### src/include/sgc_pkg.sv
// Constants and carrier types for the global control register pair
package sgc_pkg;
  localparam logic [7:0] GC0_OFS = 8'h02;
  localparam logic [7:0] GC1_OFS = 8'h03;
  localparam int GC0_SRST   = 6;
  localparam int GC0_DFL    = 5;
  localparam int GC0_SFL    = 4;
  localparam int GC0_STRICT = 1;
  localparam int GC0_LAGE   = 0;
  localparam logic [7:0] GC0_RSV_ONES = 8'h0C;
  localparam int GC1_BIG  = 6;
  localparam int GC1_TXD  = 5;
  localparam int GC1_RXD  = 4;
  localparam int GC1_LCHK = 3;
  localparam int GC1_AGE  = 2;
  localparam int GC1_FAST = 1;
  localparam int GC1_ABO  = 0;
  localparam logic [7:0] GC0_RST = 8'h00;
  localparam logic [7:0] GC1_RST = 8'h04;
  localparam int NPORT = 5;
  localparam int MSK_DYN   = 0;
  localparam int MSK_STAT  = 1;
  localparam int MSK_PURGE = 2;
  localparam logic [15:0] PAUSE_TYPE = 16'h8808;
  localparam logic [47:0] PAUSE_DA   = 48'h0180C2000001;
  localparam logic [15:0] LEN_FIELD_LIM = 16'h05DC;
  localparam logic [11:0] BIG_MAX = 12'h800;
  localparam logic [11:0] STD_MAX = 12'h5F2;
  localparam longint CLK_HZ      = 10000000;
  localparam longint AGE_NORM_S  = 300;
  localparam longint AGE_FAST_US = 800;
  localparam longint AGE_NORM_CYC = AGE_NORM_S * CLK_HZ;
  localparam longint AGE_FAST_CYC = AGE_FAST_US * CLK_HZ / 1000000;

  typedef enum logic {SGC_WK_IDLE, SGC_WK_SCAN} sgc_wstate_e;

  typedef struct packed {
    logic             valid;
    logic             stat;
    logic             mcast;
    logic [NPORT-1:0] fwd;
    logic [2:0]       src;
  } sgc_ent_s;

  typedef struct packed {
    logic        vld;
    logic [15:0] tl;
    logic [47:0] da;
    logic [11:0] len;
    logic [11:0] plen;
    logic        is_fc;
  } sgc_frm_s;

  typedef struct packed {
    logic [7:0]       gc0;
    logic [7:0]       gc1;
    logic             strap_done;
    logic [2:0]       pend;
    logic [NPORT-1:0] link_prev;
    logic             purge_pend;
    logic             fast_once;
    logic [31:0]      age_cnt;
    logic             age_tick;
    logic [7:0]       rdata;
    logic             rvalid;
    logic             frm_vld;
    logic             frm_drop;
    logic             tx_fc;
    logic             rx_fc;
  } sgc_top_s;
endpackage

### src/logic/sgc_flush_walk.sv
// Address table walker that removes entries matching the flush modes
`timescale 1ns/10ps
module sgc_flush_walk #(
  parameter int DEPTH = 1024
) (
  input  wire logic                     core_clk,
  input  wire logic                     rst,
  input  wire logic                     srst,
  input  wire logic                     start,
  input  wire logic [2:0]               start_mask,
  input  wire sgc_pkg::sgc_ent_s        ent,
  input  wire logic [sgc_pkg::NPORT-1:0] learn_dis,
  output logic                          busy,
  output logic [2:0]                    run_mask,
  output logic [$clog2(DEPTH)-1:0]      idx,
  output logic                          rm_stb,
  output logic [$clog2(DEPTH)-1:0]      rm_idx
);
  localparam int IW = $clog2(DEPTH);
  typedef struct packed {
    sgc_pkg::sgc_wstate_e st;
    logic [2:0]           msk;
    logic [IW-1:0]        idx;
    logic                 rm;
    logic [IW-1:0]        rm_idx;
  } sgc_walk_s;
  localparam sgc_walk_s WALK_RST = '{sgc_pkg::SGC_WK_IDLE, 3'h0, '0, 1'b0, '0};

  sgc_walk_s q;
  sgc_walk_s d;
  logic      dyn_hit;
  logic      stat_hit;
  logic      hit;

  always_comb
  begin
    d = q;
    d.rm = 1'b0;
    dyn_hit = !ent.stat && (ent.src < 3'(sgc_pkg::NPORT)) && learn_dis[ent.src];
    stat_hit = ent.stat && $onehot(ent.fwd) && !ent.mcast && |(ent.fwd & learn_dis);
    hit = ent.valid && ((q.msk[sgc_pkg::MSK_DYN] && dyn_hit)
          || (q.msk[sgc_pkg::MSK_STAT] && stat_hit)
          || (q.msk[sgc_pkg::MSK_PURGE] && !ent.stat));
    unique case (q.st)
      sgc_pkg::SGC_WK_IDLE:
      begin
        if (start && |start_mask)
        begin
          d.st = sgc_pkg::SGC_WK_SCAN;
          d.msk = start_mask;
          d.idx = '0;
        end
      end
      sgc_pkg::SGC_WK_SCAN:
      begin
        if (hit)
        begin
          d.rm = 1'b1;
          d.rm_idx = q.idx;
        end
        if (q.idx == IW'(DEPTH - 1))
        begin
          d.st = sgc_pkg::SGC_WK_IDLE;
          d.msk = 3'h0;
        end
        else
          d.idx = q.idx + 1'b1;
      end
    endcase
    if (srst)
      d = WALK_RST;
  end

  always_ff @(posedge core_clk or posedge rst)
  begin
    if (rst)
      q <= WALK_RST;
    else
      q <= d;
  end

  assign busy = (q.st == sgc_pkg::SGC_WK_SCAN);
  assign run_mask = q.msk;
  assign idx = q.idx;
  assign rm_stb = q.rm;
  assign rm_idx = q.rm_idx;
endmodule

### src/logic/sgc_global_ctrl.sv
// Global control register pair with flush, aging and frame filter control
`timescale 1ns/10ps
module sgc_global_ctrl #(
  parameter int          DEPTH    = 1024,
  parameter logic [31:0] NORM_CYC = 32'(sgc_pkg::AGE_NORM_CYC),
  parameter logic [31:0] FAST_CYC = 32'(sgc_pkg::AGE_FAST_CYC)
) (
  input  wire logic                        core_clk,
  input  wire logic                        rst,
  input  wire logic                        strap_pause_dis,
  input  wire logic [7:0]                  reg_addr,
  input  wire logic [7:0]                  reg_wdata,
  input  wire logic                        reg_wr,
  input  wire logic                        reg_rd,
  output logic [7:0]                       reg_rdata,
  output logic                             reg_rvalid,
  input  wire logic [sgc_pkg::NPORT-1:0]   link_up,
  input  wire logic [sgc_pkg::NPORT-1:0]   learn_dis,
  input  wire logic                        an_tx_pause,
  input  wire logic                        an_rx_pause,
  input  wire sgc_pkg::sgc_frm_s           frm,
  input  wire sgc_pkg::sgc_ent_s           ent,
  output logic [$clog2(DEPTH)-1:0]         tbl_idx,
  output logic                             tbl_rm,
  output logic [$clog2(DEPTH)-1:0]         tbl_rm_idx,
  output logic                             soft_rst,
  output logic                             age_tick,
  output logic                             frm_drop_vld,
  output logic                             frm_drop,
  output logic                             tx_fc_en,
  output logic                             rx_fc_en,
  output logic                             big_frame_en,
  output logic                             len_check_en,
  output logic                             aggr_backoff_en
);
  localparam sgc_pkg::sgc_top_s TOP_RST = '{
    gc0: sgc_pkg::GC0_RST,
    gc1: sgc_pkg::GC1_RST,
    default: '0
  };

  sgc_pkg::sgc_top_s q;
  sgc_pkg::sgc_top_s d;
  logic                     wr0;
  logic                     wr1;
  logic                     walk_busy;
  logic [2:0]               run_mask;
  logic                     start;
  logic [sgc_pkg::NPORT-1:0] link_fall;
  logic [31:0]              period;
  logic                     age_wrap;
  logic                     fc_drop;
  logic                     len_bad;
  logic [11:0]              max_len;
  logic                     srst;

  assign srst = q.gc0[sgc_pkg::GC0_SRST];
  // Walker only starts from idle, so requests made mid-pass wait for the next one
  assign start = !walk_busy && |q.pend && !srst;

  sgc_flush_walk #(
    .DEPTH (DEPTH)
  ) u_walk (
    .core_clk   (core_clk),
    .rst        (rst),
    .srst       (srst),
    .start      (start),
    .start_mask (q.pend),
    .ent        (ent),
    .learn_dis  (learn_dis),
    .busy       (walk_busy),
    .run_mask   (run_mask),
    .idx        (tbl_idx),
    .rm_stb     (tbl_rm),
    .rm_idx     (tbl_rm_idx)
  );

  always_comb
  begin
    d = q;
    wr0 = reg_wr && (reg_addr == sgc_pkg::GC0_OFS);
    wr1 = reg_wr && (reg_addr == sgc_pkg::GC1_OFS);
    link_fall = q.link_prev & ~link_up;
    period = (q.gc1[sgc_pkg::GC1_FAST] || q.fast_once) ? FAST_CYC : NORM_CYC;
    age_wrap = (q.age_cnt >= period - 32'h1);
    d.link_prev = link_up;
    d.age_tick = 1'b0;
    d.frm_vld = 1'b0;
    d.frm_drop = 1'b0;

    // Strap is caught on the first edge after reset release
    if (!q.strap_done)
    begin
      d.strap_done = 1'b1;
      d.gc1[sgc_pkg::GC1_TXD] = strap_pause_dis;
      d.gc1[sgc_pkg::GC1_RXD] = strap_pause_dis;
    end

    // Pending flushes are handed to the walker; a write in the same cycle still lands
    if (start)
      d.pend = 3'h0;
    if (wr0)
    begin
      d.gc0[sgc_pkg::GC0_SRST] = reg_wdata[sgc_pkg::GC0_SRST];
      d.gc0[sgc_pkg::GC0_STRICT] = reg_wdata[sgc_pkg::GC0_STRICT];
      d.gc0[sgc_pkg::GC0_LAGE] = reg_wdata[sgc_pkg::GC0_LAGE];
      if (reg_wdata[sgc_pkg::GC0_DFL])
        d.pend[sgc_pkg::MSK_DYN] = 1'b1;
      if (reg_wdata[sgc_pkg::GC0_SFL])
        d.pend[sgc_pkg::MSK_STAT] = 1'b1;
    end
    if (wr1)
    begin
      d.gc1 = reg_wdata & 8'h7F;
    end

    // Read data always reflects the state before this cycle's write
    d.rvalid = reg_rd;
    if (reg_rd)
    begin
      d.rdata = 8'h00;
      if (reg_addr == sgc_pkg::GC0_OFS)
      begin
        d.rdata = (q.gc0 & 8'h43) | sgc_pkg::GC0_RSV_ONES;
        d.rdata[sgc_pkg::GC0_DFL] = q.pend[sgc_pkg::MSK_DYN]
          || run_mask[sgc_pkg::MSK_DYN];
        d.rdata[sgc_pkg::GC0_SFL] = q.pend[sgc_pkg::MSK_STAT]
          || run_mask[sgc_pkg::MSK_STAT];
      end
      else if (reg_addr == sgc_pkg::GC1_OFS)
        d.rdata = q.gc1;
    end

    // Timer runs when aging is on or a purge waits for its tick
    if (q.gc1[sgc_pkg::GC1_AGE] || q.purge_pend)
    begin
      if (age_wrap)
      begin
        d.age_cnt = 32'h0;
        d.age_tick = q.gc1[sgc_pkg::GC1_AGE];
        d.fast_once = 1'b0;
        if (q.purge_pend)
        begin
          d.purge_pend = 1'b0;
          d.pend[sgc_pkg::MSK_PURGE] = 1'b1;
        end
      end
      else if (!(|link_fall && q.gc0[sgc_pkg::GC0_LAGE]))
        d.age_cnt = q.age_cnt + 32'h1;
    end

    // Link loss schedules a purge; link age pulls the next tick in
    // Placed after the timer so a fall in a wrap cycle is never lost
    if (|link_fall)
    begin
      d.purge_pend = 1'b1;
      if (q.gc0[sgc_pkg::GC0_LAGE])
      begin
        d.fast_once = 1'b1;
        d.age_cnt = 32'h0;
      end
    end

    // Frame filter decision, one cycle after the header is offered
    fc_drop = q.gc0[sgc_pkg::GC0_STRICT]
      ? (frm.tl == sgc_pkg::PAUSE_TYPE || frm.da == sgc_pkg::PAUSE_DA)
      : frm.is_fc;
    len_bad = q.gc1[sgc_pkg::GC1_LCHK] && (frm.tl < sgc_pkg::LEN_FIELD_LIM)
      && (frm.tl[11:0] != frm.plen || |frm.tl[15:12]);
    max_len = q.gc1[sgc_pkg::GC1_BIG] ? sgc_pkg::BIG_MAX : sgc_pkg::STD_MAX;
    if (frm.vld)
    begin
      d.frm_vld = 1'b1;
      d.frm_drop = fc_drop || len_bad || (frm.len > max_len);
    end

    d.tx_fc = an_tx_pause && !q.gc1[sgc_pkg::GC1_TXD];
    d.rx_fc = an_rx_pause && !q.gc1[sgc_pkg::GC1_RXD];

    // Soft reset clears flush, aging, frame and flow-control state; read data still updates and configuration bits stay untouched
    if (srst)
    begin
      d.pend = 3'h0;
      d.purge_pend = 1'b0;
      d.fast_once = 1'b0;
      d.age_cnt = 32'h0;
      d.age_tick = 1'b0;
      d.frm_vld = 1'b0;
      d.frm_drop = 1'b0;
      d.tx_fc = 1'b0;
      d.rx_fc = 1'b0;
    end
  end

  always_ff @(posedge core_clk or posedge rst)
  begin
    if (rst)
      q <= TOP_RST;
    else
      q <= d;
  end

  assign reg_rdata = q.rdata;
  assign reg_rvalid = q.rvalid;
  assign soft_rst = q.gc0[sgc_pkg::GC0_SRST];
  assign age_tick = q.age_tick;
  assign frm_drop_vld = q.frm_vld;
  assign frm_drop = q.frm_drop;
  assign tx_fc_en = q.tx_fc;
  assign rx_fc_en = q.rx_fc;
  assign big_frame_en = q.gc1[sgc_pkg::GC1_BIG];
  assign len_check_en = q.gc1[sgc_pkg::GC1_LCHK];
  assign aggr_backoff_en = q.gc1[sgc_pkg::GC1_ABO];

  // Helper: cycles a link-age purge has waited for its tick
  logic [31:0] ast_wait_q;
  always_ff @(posedge core_clk or posedge rst)
  begin
    if (rst)
      ast_wait_q <= 32'h0;
    else if (q.fast_once && q.purge_pend)
      ast_wait_q <= ast_wait_q + 32'h1;
    else
      ast_wait_q <= 32'h0;
  end
endmodule

### config.mk
export PLATFORM = sky130hd
export DESIGN_NAME = sgc_global_ctrl
export DESIGN_NICKNAME = d
export VERILOG_FILES = /design/src/include/sgc_pkg.sv /design/src/logic/sgc_flush_walk.sv /design/src/logic/sgc_global_ctrl.sv
export SDC_FILE = /design/constraint.sdc
export NUM_CORES = 1
export LEC_CHECK = 0
export ABC_AREA = 1
export BUFFER_PORTS_ARGS = -buffer_cell sky130_fd_sc_hd__buf_2
export CELL_PAD_IN_SITES_DETAIL_PLACEMENT = 0
export CELL_PAD_IN_SITES_GLOBAL_PLACEMENT = 1
export CORE_ASPECT_RATIO = 1.2
export CORE_MARGIN = 2
export CORE_UTILIZATION = 40
export CTS_CLUSTER_SIZE = 12
export DETAILED_ROUTE_END_ITERATION = 10
export GPL_TIMING_DRIVEN = 1
export HOLD_SLACK_MARGIN = 0.15
export PLACE_DENSITY_LB_ADDON = 0.1
export SKIP_LAST_GASP = 1
export SLEW_MARGIN = 20
export SYNTH_ARGS = -nofsm -noshare
export SYNTH_HDL_FRONTEND = slang
export SYNTH_SLANG_ARGS = --single-unit
### constraint.sdc
create_clock -name core_clk -period 3.9 [get_ports core_clk]
set_input_delay 0.195 -clock core_clk [delete_from_list [all_inputs] [get_ports core_clk]]
set_output_delay 0.195 -clock core_clk [all_outputs]
set_load 0.05 [all_outputs]
Word level (Yosys, flattened, before mapping):

Cells that the tools add are included.
Widths: inputs -> output; s select.

* order comparisons: 5
* reduce and logical (&&, ||, !) cells: 47
* mux-type cells: 34
* bitwise gates (word level): 4
* add/subtract/negate cells: 7
* equal/unequal tests: 11

Operator list (number)
* $mux 32: 3
* $mux 35: 2
* $eq 48x41->1 const B: 1
* $mux 34: 1
* $mux 33: 1
* $add 32x1->32 const B: 1
* $ge 32x32->1: 1
* $sub 32x1->32 const B: 1
* $pmux 14 s2: 1
* $mux 25: 1
* $mux 11: 2
* $logic_and 1x1->1: 19
* $eq 16x16->1 const B: 1
* $eq 8x2->1 const B: 2
* $lt 16x11->1 const B: 1
* $mux 14: 1
* $mux 7: 2
* $gt 12x12->1: 1
* $mux 12: 1
* $ne 12x12->1: 1
* $add 10x1->10 const B: 1
* $and 5x5->5: 2
* $eq 10x10->1 const B: 1
* $logic_or 1x1->1: 10
* other kinds (25): 50

* word-level logic and storage cells: 129
* input bits: 134
* output and inout port bits: 39
* register bits after elaboration: 92

Logic depth before layout (Yosys ltp):

Gate-level depths: netlist of run 1.

* word-level depth: 14
* mapped depth: 15
* gate-level depth less buffers: 14

Cells and area by module:

From an unflattened synthesis of run 1, not the netlist that was laid out.

* cells, all modules: 792
* area total of the unflattened synthesis: 5968.2 µm²

Modules (own cells, without submodules)
* sgc_global_ctrl: cells an instance 604, times used 1, area an instance 4495.6 µm², sequential area each 1652.8 µm²
* sgc_flush_walk: cells an instance 188, times used 1, area an instance 1472.7 µm², sequential area each 625.6 µm²

Worst setup path before layout of run 1:

No wires, ideal clock.

* path type: input to register
* start: input port ent[5] in the netlist's numbering
* end: register u_walk.q, in the netlist u_walk.rm_idx[9]
* library setup time: 0.067 ns
* path buffers: 1
* required time: 3.833 ns
* slack: 1.705 ns
* arrival: 2.127 ns
* stages: 11
* cell sequence: ha_1 > fa_1 > inv_1 > fa_1 > and3b_1 > nand4_1 > a21oi_1 > nand2_1 > clkbuf_1 > nand3_1 > nand2_1

* word-level cells in the longest chain between the ends: 13
* elaborated cells between the ends (all ways): 15
* those cells by class: add/sub: 3; eq/ne: 1; bitwise: 1; reduce/logical: 10

Ends and longest elaborated chain
* start: declaration: RTL line sgc_global_ctrl.sv:22 `input wire sgc_pkg::sgc_ent_s ent,`
* $add 1x1->2 (not written as such): RTL line sgc_flush_walk.sv:40 `stat_hit = ent.stat && $onehot(ent.fwd) && !ent.mcast && |(ent.fwd & learn_dis);`
* $add 3x3->3 (not written as such): RTL line sgc_flush_walk.sv:40
* $add 3x1->3 (not written as such): RTL line sgc_flush_walk.sv:40
* $eq 3x1->1: RTL line sgc_flush_walk.sv:40
* $logic_and 1x1->1 (2 in series): RTL line sgc_flush_walk.sv:40
* $logic_and 1x1->1 (*): RTL line sgc_flush_walk.sv:40
* $logic_and 1x1->1 (*): RTL line sgc_flush_walk.sv:42 `|| (q.msk[sgc_pkg::MSK_STAT] && stat_hit)`
* $logic_or 1x1->1 (*): RTL line sgc_flush_walk.sv:42
* $logic_or 1x1->1 (*): RTL line sgc_flush_walk.sv:43 `|| (q.msk[sgc_pkg::MSK_PURGE] && !ent.stat));`
* $logic_and 1x1->1 (*): RTL line sgc_flush_walk.sv:41 `hit = ent.valid && ((q.msk[sgc_pkg::MSK_DYN] && dyn_hit)`
* $reduce_bool 2->1 (no line) (*)
* $reduce_and 2->1 (no line) (*)
* end signal: assignment: RTL line sgc_flush_walk.sv:77 `q <= WALK_RST;`
* end signal: assignment: RTL line sgc_flush_walk.sv:79 `q <= d;`
* end: declaration: RTL line sgc_flush_walk.sv:29 `sgc_walk_s q;`

Every way passes the cells marked *; elsewhere a longest branch is shown, timed or not.
A chain may end at the register's enable or synchronous reset.

Worst setup path after layout of run 1:

* start: input port ent[5] in the netlist's numbering
* end: register u_walk.q, in the netlist u_walk.rm_idx[2]

Same word-level chain as after synthesis.

==> flow_metrics.env, run 1 <==
export IMPL_wirelength_um=16000
export IMPL_ys_types=45
export IMPL_setup_tns_ns=0
export IMPL_tightest_slew_ns=0.793
export IMPL_ff2ff_setup_slack_ns=1.40
export IMPL_core_sq_um=13900
export IMPL_cp_num_buf_inv=2
export IMPL_cpPeakStageDelay_ns=0.64
export IMPL_fp_dieH_um=135
export IMPL_final_util_pct=51.4
export IMPL_power_density_nw_per_um2=305
export IMPL_cts_sink_count=91
export IMPL_dieArea_sq_um=15200
export IMPL_gr_usage_met3_pct=3.23
export IMPL_routed_via_density=4.98
export IMPL_wl_per_cell_um=14.2
export IMPL_grt_max_degree=35
export IMPL_fin_crit_ns=2.62
export IMPL_arrival_ns=2.86
export IMPL_cp_required_ns=4.14
export IMPL_cts_htree_levels=3
export IMPL_drv_slew=0
export IMPL_grt_use_total_pct=21.8
export IMPL_dr_total_vias=5609
export IMPL_hp_class="input pin to register"
export IMPL_insertion_delay_ns=0.35
export IMPL_grt_pass1_vias=5775
export IMPL_p_leak_uw=0.00353
export IMPL_grt_busiest_layer="met2"
export IMPL_worst_path_max_fanout=11
export IMPL_rsz0062_at_grt="no"
export IMPL_row_count=47
export IMPL_syn_to_final_growth_pct=25.4
export IMPL_yosysSeqAreaShare_pct=40.0
export IMPL_yosys_top_cells_area="dfrtp_1 40%, nand2_1 10%, nor2_1 8.2%"
export IMPL_critPathCaptureType="register"
export IMPL_setup_viol=0
export IMPL_die_x_um=113
export IMPL_yosysTopAreaCell="dfrtp_1"
export IMPL_synth_warnings=0
export IMPL_clockBufferDepth=2
export IMPL_use_met1_pct=25.9
export IMPL_initial_core_util_pct=41.0
export IMPL_netlist_area_leader_share_pct=39.6
export IMPL_firstDrtPassIters=5
export IMPL_synth_area_per_cell_sq_um=7.42
export IMPL_finalNetCount=1110
export IMPL_async_reset_ff_share_pct=100
export IMPL_dpl_cell_area_sq_um=6650
export IMPL_ir_worst_vdd_v=0.000206
export IMPL_fmax_mhz=382
export IMPL_antenna_found_initial=0
export IMPL_clk_transition_reported_paths_ns=0.07
export IMPL_synth_seq_cells=91
export IMPL_yosysMostFrequentCell="nand2_1"
export IMPL_drive_gt1_share_pct=23.3
export IMPL_synth_ff_type="dfrtp_1"
export IMPL_slowest_stage="a21oi_1"
export IMPL_cp_start_kind="input pin"
export IMPL_place_ws_ns=0.898
export IMPL_drcViolationCount=0
export IMPL_routabilityCongestion=0.909
export IMPL_io_buffers=170
export IMPL_maxCapViolations=0
export IMPL_period_share_pct=67.2
export IMPL_netlist_instances=767
export IMPL_synthTopCellsByCount="156 x nand2_1, 125 x nor2_1, 94 x inv_1, 90 x dfrtp_1, 62 x nand3_1"
export IMPL_outcome="completed"
export IMPL_path_delay_family="simple AND/OR/NAND/NOR gates"
export IMPL_drtIter0Drc=283
export IMPL_numCtsBuffers=9
export IMPL_fin_ws_ns=1.28
export IMPL_slew_headroom_pct=47.1
export IMPL_ant_nets=0
export IMPL_ios=173
export IMPL_n_antenna_cell=0
export IMPL_cts_tree="done"
export IMPL_syn_num_nets=926
export IMPL_synth_edff_count=0
export IMPL_synth_cell_area_sq_um=5690
export IMPL_dp_hpwl_um=12800
export IMPL_overflow=0
export IMPL_grt_util_met2_pct=40.4
export IMPL_finalInstanceArea_sq_um=7140
export IMPL_grt_pass1_wl_um=26700
export IMPL_hold_violations=0
export IMPL_skew_ns=0.00622
export IMPL_critPathKind="input pin to register"
export IMPL_worstPathCellList="buf_2, ha_1, fa_1, inv_1, fa_1, and3b_1, nand4_1, a21oi_1, nand2_1, nand3_1, nand2_1"
export IMPL_cts_root_buf="clkbuf_16"
stage by stage:
step                instances  hold slack, ns  total power (uW)
global placement         1092           0.272              1290
finish                   1127           0.225              2180
CTS                      1127           0.217              2200
detailed placement       1092           0.278              1300
floorplan                 767           0.226              1180
global route             1127           0.283              2280
worst reg2reg max path: stages (launching register included):
cell     delay (ns)
dfrtp_1        0.40
nor2_1         0.21
inv_1          0.25
ha_1           0.37
nand2_1        0.07
nand2_1        0.05
a21oi_1        0.13
nand2_1        0.09
a21oi_1        0.15
nand2_2        0.13
nand2_4        0.13
nand2_4        0.21
nor3_1         0.23
worst paths after layout:
| check | to | cells past startpoint | startpoint |
|---|---|---|---|
| worst max register to register | q[31] | 12 | q[58] |
| min in group asynchronous | u_walk.idx[5] | 3 | rst |
| worst min register to register | rx_fc_en | 1 | q[61] |
| max in group asynchronous | q[59] | 4 | rst |
| worst min-delay path | q[59] | 5 | reg_wr |
| worst max-delay path | u_walk.rm_idx[2] | 11 | ent[5] |
flip-flops by register name, indices dropped and copies added, names as in the netlist, 3 cells and up:
register,flops
u_walk.run_mask,3
u_walk.idx,10
q,49
u_walk.rm_idx,10
reg_rdata,7
per-layer routing:
metal | routed length (um) | share of wire [%] | up-vias
met1 | 6730 | 42 | 2625
met3 | 553 | 3.5 | 28
met4 | 331 | 2.1 | 0
met2 | 8390 | 52 | 113
li1 | - | - | 2843
met5 | 0 | 0 | -
report_power, final:
| group | internal, uW | total (uW) | switching, uW |
|---|---|---|---|
| clock network | 498 | 883 | 384 |
| logic | 126 | 314 | 188 |
| registers | 963 | 980 | 17.6 |
| total | 1590 | 2180 | 590 |
layout make-up:
class	instances	area [sq um]
Clock buffer	10	229
Fill cell	1410	6740
Clock inverter	6	65.1
Timing Repair Buffer	191	1060
Inverter	98	370
Sequential cell	91	2280
Multi-Input combinational cell	560	2920
Tap cell	171	214
cells in the final DEF, fill, tap and decap left out, types with 5 or more instances in the layout:
master         synthesis  layout
dlygate4sd3_1          0      19
dfrtp_1               90      90
nor3_1                24      24
o21ai_0               18      18
nor2_1               125     125
inv_1                 94      93
o21ai_1                8       8
clkbuf_16              0       9
nand3_1               62      62
xnor2_1               12      12
xor2_1                12      12
nand4_1               30      30
nor2_2                 8       8
nand2_1              156     156
or2_2                  5       5
ha_1                  23      23
o22ai_1                5       5
a21oi_1               28      28
buf_2                  1     170
nand2_2                6       6
what timing repair did:
action / 4_1_cts / 5_1_grt
hold endpoints to repair: 54 / 0
buffers inserted: 0 / 0
gates resized for setup: 0 / 0
hold buffers: 19 / 0
cell families after synthesis:
family,synth area share (%)
other,0.132
flip-flops,40.0
buffers and inverters,8.62
AO/OA/AOI/OAI,7.28
XOR/XNOR,3.69
adder cells (fa/ha/maj),5.76
AND/OR/NAND/NOR,34.5
(Power assumes the default switching activity.)
==> run 2: changes to the inputs <==
- CORE_UTILIZATION: 40 -> 33
- clock period: 3.9 -> 2.3 ns (I/O delays scaled with it)
==> run 2 against run 1 <==
Effect of this change:
- sequential power up 69%
- cell area grew 3.5%
- wire length rose by 1.9%
==> flow_metrics.env, run 2 (synthesis results as in run 1) <==
export IMPL_internal_power_uw=2960
export IMPL_dieArea_sq_um=18300
export IMPL_hold_violations=0
export IMPL_slew_headroom_pct=60.3
export IMPL_critPathKind="register to register"
export IMPL_clockBufferDepth=2
export IMPL_clk_transition_reported_paths_ns=0.07
export IMPL_ant_nets=0
export IMPL_cts_root_buf="clkbuf_16"
export IMPL_n_antenna_cell=0
export IMPL_p_sw_uw=1020
export IMPL_syn_to_final_growth_pct=29.8
export IMPL_cts_htree_levels=3
export IMPL_rsz0062_at_grt="no"
export IMPL_numCtsBuffers=9
export IMPL_drive_gt1_share_pct=24.6
export IMPL_grt_pass1_wl_um=27600
export IMPL_tightest_slew_ns=0.595
export IMPL_largest_reg_flops=49
export IMPL_maxCapViolations=0
export IMPL_worstPathCellList="nor2_4, inv_4, ha_1, nand2_1, nand2_1, a21oi_1, nand2_1, a21oi_1, nand2_2, nand2_4, nand2_4, buf_4, nor3_1"
export IMPL_finalNetCount=1123
export IMPL_finalInstanceArea_sq_um=7390
export IMPL_wirelength_um=16300
export IMPL_largest_register="q"
export IMPL_row_count=52
export IMPL_worst_path_max_fanout=10
export IMPL_ir_worst_vdd_v=0.000324
export IMPL_cpPeakStageDelay_ns=0.41
export IMPL_p_seq_share_pct=41.7
export IMPL_dr_total_vias=5569
export IMPL_final_util_pct=43.8
export IMPL_hp_class="input pin to register"
export IMPL_antenna_found_initial=0
export IMPL_final_cell_mix="170 x buf_2, 156 x nand2_1, 124 x nor2_1"
export IMPL_routed_via_density=4.70
export IMPL_fmax_mhz=478
export IMPL_cp_start_kind="register"
export IMPL_die_x_um=124
export IMPL_wl_per_cell_um=13.8
export IMPL_cp_required_ns=2.57
export IMPL_fp_dieH_um=148
export IMPL_grt_use_total_pct=19.1
export IMPL_power_density_nw_per_um2=538
export IMPL_grt_max_degree=43
export IMPL_drtIter0Drc=235
export IMPL_initial_core_util_pct=33.8
export IMPL_cts_tree="done"
export IMPL_io_buffers=170
export IMPL_p_leak_uw=0.00363
export IMPL_postCtsSetupBuffers=0
export IMPL_drv_slew=0
export IMPL_path_common_cell="nand2_1"
export IMPL_netSwitchingFraction_pct=25.6
export IMPL_dpl_cell_area_sq_um=6830
export IMPL_skew_ns=0.0103
export IMPL_fin_crit_ns=2.09
export IMPL_final_common_cell="buf_2"
export IMPL_firstDrtPassIters=4
export IMPL_period_share_pct=91.0
export IMPL_insertion_delay_ns=0.35
export IMPL_fillers=1744
export IMPL_slowest_stage="dfrtp_1"
export IMPL_arrival_ns=2.36
export IMPL_grt_pass1_vias=5827
export IMPL_critPathCaptureType="register"
export IMPL_clkPwrFrac_pct=44.1
export IMPL_p_comb_share_pct=14.2
export IMPL_ios=173
export IMPL_outcome="completed"
export IMPL_dp_hpwl_um=13000
export IMPL_cts_sink_count=91
export IMPL_routabilityCongestion=0.876
export IMPL_overflow=0
export IMPL_drcViolationCount=0
export IMPL_core_sq_um=16900
export IMPL_setup_viol=0
-- run 2: stage by stage --
step,setup WS [ns],hold slack (ns),power (uW),setup TNS (ns),cells
after CTS,0.0197,0.175,4030,0,1185
after global placement,-0.0157,0.210,2210,-0.152,1149
after detailed placement,-0.0784,0.223,2230,-0.677,1149
final,0.208,0.183,3980,0,1185
after global routing,0.000642,0.231,4160,0,1185
after floorplan,0.185,0.146,2000,0,767
-- run 2: per-layer routing --
layer,vias to the layer above,GRT usage (%),part of all wire (%)
li1,2880,-,-
met1,2568,23.6,44
met2,96,33.3,51
met3,25,3.09,3.0
met4,0,6.59,2.1
met5,-,0,0
-- run 2: power by group through the flow --
stage / sequential, uW / clock (uW) / combinational [uW]
final: 1660 / 1750 / 564
after floorplan: 1710 / 0 / 295
after global routing: 1660 / 1870 / 632
after global placement: 1690 / 0 / 526
after CTS: 1660 / 1800 / 572
after detailed placement: 1690 / 0 / 543
-- run 2: worst paths after layout --
kind / start / endpoint / slack [ns] / cells after the start
worst max-delay path: q[58] / q[31] / 0.21 / 13
worst min-delay path: reg_wr / len_check_en / 0.18 / 5
worst max register to register: q[58] / q[31] / 0.21 / 13
worst min register to register: q[61] / rx_fc_en / 0.47 / 1
max in group asynchronous: rst / q[18] / 1.15 / 4
min in group asynchronous: rst / q[34] / 0.38 / 3
-- run 2: cell type report --
type	instances	area [sq um]	share of cell area [%]
Clock buffer	10	239	3.24
Inverter	98	375	5.08
Sequential cell	91	2280	30.8
Multi-Input combinational cell	560	2930	39.7
Tap cell	216	270	3.66
Timing Repair Buffer	204	1180	16.0
Clock inverter	6	113	1.52
-- run 2: timing repair --
| item | CTS | global route |
|---|---|---|
| setup endpoints to repair | 25 | 34 |
| hold buffers | 20 | 0 |
| gates resized for setup | 1 | 3 |
| endpoints found under the hold margin | 50 | 0 |
-- run 2: critical path, delay by kind of cell (launching register included) --
kind	cells	cell delay, ns
DFF	1	0.41
buffers and inverters	2	0.25
adders and majority gates	1	0.30
and+or+nand+nor	8	0.77
AOI/OAI and AO/OA	2	0.27
==> run 3: changes to the inputs <==
- MAX_ROUTING_LAYER: unset -> met4
==> run 3 against run 2 <==
Effect of this change:
- utilization unchanged
- register-to-register slack about the same
- die area unchanged
- total power up 0.12%
- critical path depth unchanged
- cell area unchanged
- hold slack worse by 0.00070 ns
==> flow_metrics.env, run 3 (synthesis results as in run 1) <==
export IMPL_drcViolationCount=0
export IMPL_path_common_cell="nand2_1"
export IMPL_hp_class="input pin to register"
export IMPL_ff2ff_setup_slack_ns=0.21
export IMPL_initial_core_util_pct=33.8
export IMPL_syn_to_final_growth_pct=29.8
export IMPL_rr_startpoint="q[58]"
export IMPL_io_buffers=170
export IMPL_hold_violations=0
export IMPL_tightest_slew_ns=0.598
export IMPL_period_share_pct=91.0
export IMPL_insertion_delay_ns=0.35
export IMPL_drive_gt1_share_pct=24.6
export IMPL_critPathCaptureType="register"
export IMPL_place_ws_ns=-0.0784
export IMPL_rr_endpoint="q[31]"
export IMPL_placed_cells=1149
export IMPL_cpPeakStageDelay_ns=0.41
export IMPL_dieArea_sq_um=18300
export IMPL_fmax_mhz=478
export IMPL_overflow=0
export IMPL_ant_nets=0
export IMPL_setup_viol=0
export IMPL_ios=173
export IMPL_gr_usage_met3_pct=2.62
export IMPL_cts_tree="done"
export IMPL_row_count=52
export IMPL_maxCapViolations=0
export IMPL_grt_use_total_pct=19.6
export IMPL_firstDrtPassIters=4
export IMPL_largest_register="q"
export IMPL_cts_htree_levels=3
export IMPL_critPathKind="register to register"
export IMPL_cp_start_kind="register"
export IMPL_grt_util_met2_pct=33.2
export IMPL_power_density_nw_per_um2=539
export IMPL_antenna_found_initial=0
export IMPL_slew_headroom_pct=60.0
export IMPL_p_leak_uw=0.00363
export IMPL_core_sq_um=16900
export IMPL_final_common_cell="buf_2"
export IMPL_fin_crit_ns=2.09
export IMPL_routabilityCongestion=0.890
export IMPL_final_util_pct=43.8
export IMPL_slowest_stage="dfrtp_1"
export IMPL_wl_per_cell_um=13.8
export IMPL_reg2regPathDepth=13
export IMPL_drv_slew=0
export IMPL_worstPathCellList="nor2_4, inv_4, ha_1, nand2_1, nand2_1, a21oi_1, nand2_1, a21oi_1, nand2_2, nand2_4, nand2_4, buf_4, nor3_1"
export IMPL_grt_max_degree=43
export IMPL_die_x_um=124
export IMPL_numCtsBuffers=9
export IMPL_cts_sink_count=91
export IMPL_final_cell_mix="170 x buf_2, 156 x nand2_1, 124 x nor2_1"
export IMPL_clockBufferDepth=2
export IMPL_postCtsSetupBuffers=0
export IMPL_clk_transition_reported_paths_ns=0.07
export IMPL_crit_path_end="q[31]"
export IMPL_largest_reg_flops=49
export IMPL_rsz0062_at_grt="no"
export IMPL_wirelength_um=16300
export IMPL_use_met1_pct=23.9
export IMPL_drtIter0Drc=228
export IMPL_grt_pass1_wl_um=27700
export IMPL_cts_root_buf="clkbuf_16"
export IMPL_skew_ns=0.0107
export IMPL_grt_busiest_layer="met2"
export IMPL_n_antenna_cell=0
export IMPL_arrival_ns=2.36
export IMPL_fp_dieH_um=148
export IMPL_fin_ws_ns=0.208
export IMPL_grt_pass1_vias=5830
export IMPL_fillers=1744
export IMPL_cp_required_ns=2.57
export IMPL_routed_via_density=4.71
export IMPL_outcome="completed"
export IMPL_dr_total_vias=5581
export IMPL_finalNetCount=1123
export IMPL_dp_hpwl_um=13000
export IMPL_startpoint="q[58]"
export IMPL_worst_path_max_fanout=10
export IMPL_fin_cells=1185
export IMPL_ir_worst_vdd_v=0.000325
## run 3: worst min path at each step
stage,start,end,cells past startpoint
CTS,reg_wr,aggr_backoff_en,5
detailed placement,rst,q[41],2
floorplan,link_up[0],q[48],0
global route,frm[88],frm_drop,6
global placement,rst,q[49],2
finish,reg_wr,len_check_en,5
## run 3: worst max-delay path: cells and delay by family, from the launching register on
kind | cells | cell delay, ns
AND/OR/NAND/NOR | 8 | 0.77
buffers and inverters | 2 | 0.25
adder cells (fa/ha/maj) | 1 | 0.30
flip-flops | 1 | 0.41
AO/OA/AOI/OAI | 2 | 0.27
## run 3: repair_timing
action / in CTS / in global routing
gates resized for setup: 1 / 3
endpoints found under the hold margin: 50 / 0
hold buffers: 20 / 0
setup endpoints to repair: 25 / 34
## run 3: where the power goes
| part | internal, uW | switching [uW] |
|---|---|---|
| Combinational | 233 | 331 |
| Sequential | 1630 | 26.8 |
| Clock | 1090 | 664 |
## run 3: cell type report
class,count,area (sq um),share of cell area [%]
multi-input combinational,560,2930,39.7
sequential,91,2280,30.8
timing repair buffer,204,1180,16.0
inverter,98,375,5.08
tap,216,270,3.66
clock buffer,10,239,3.24
clock inverter,6,113,1.52
## run 3: through the flow
| step | setup TNS (ns) | cell area [sq um] | hold slack [ns] | power (uW) |
|---|---|---|---|---|
| floorplan | 0 | 5700 | 0.146 | 2000 |
| global placement | -0.152 | 6830 | 0.210 | 2210 |
| detailed placement | -0.677 | 6830 | 0.223 | 2230 |
| CTS | 0 | 7380 | 0.175 | 4030 |
| global route | 0 | 7390 | 0.232 | 4170 |
| finish | 0 | 7390 | 0.183 | 3980 |
## run 3: per-layer routing
layer,share of wire [%],routed length [um]
met5,0,0
met4,2.1,346
met3,2.8,455
met2,51,8360
met1,44,7170
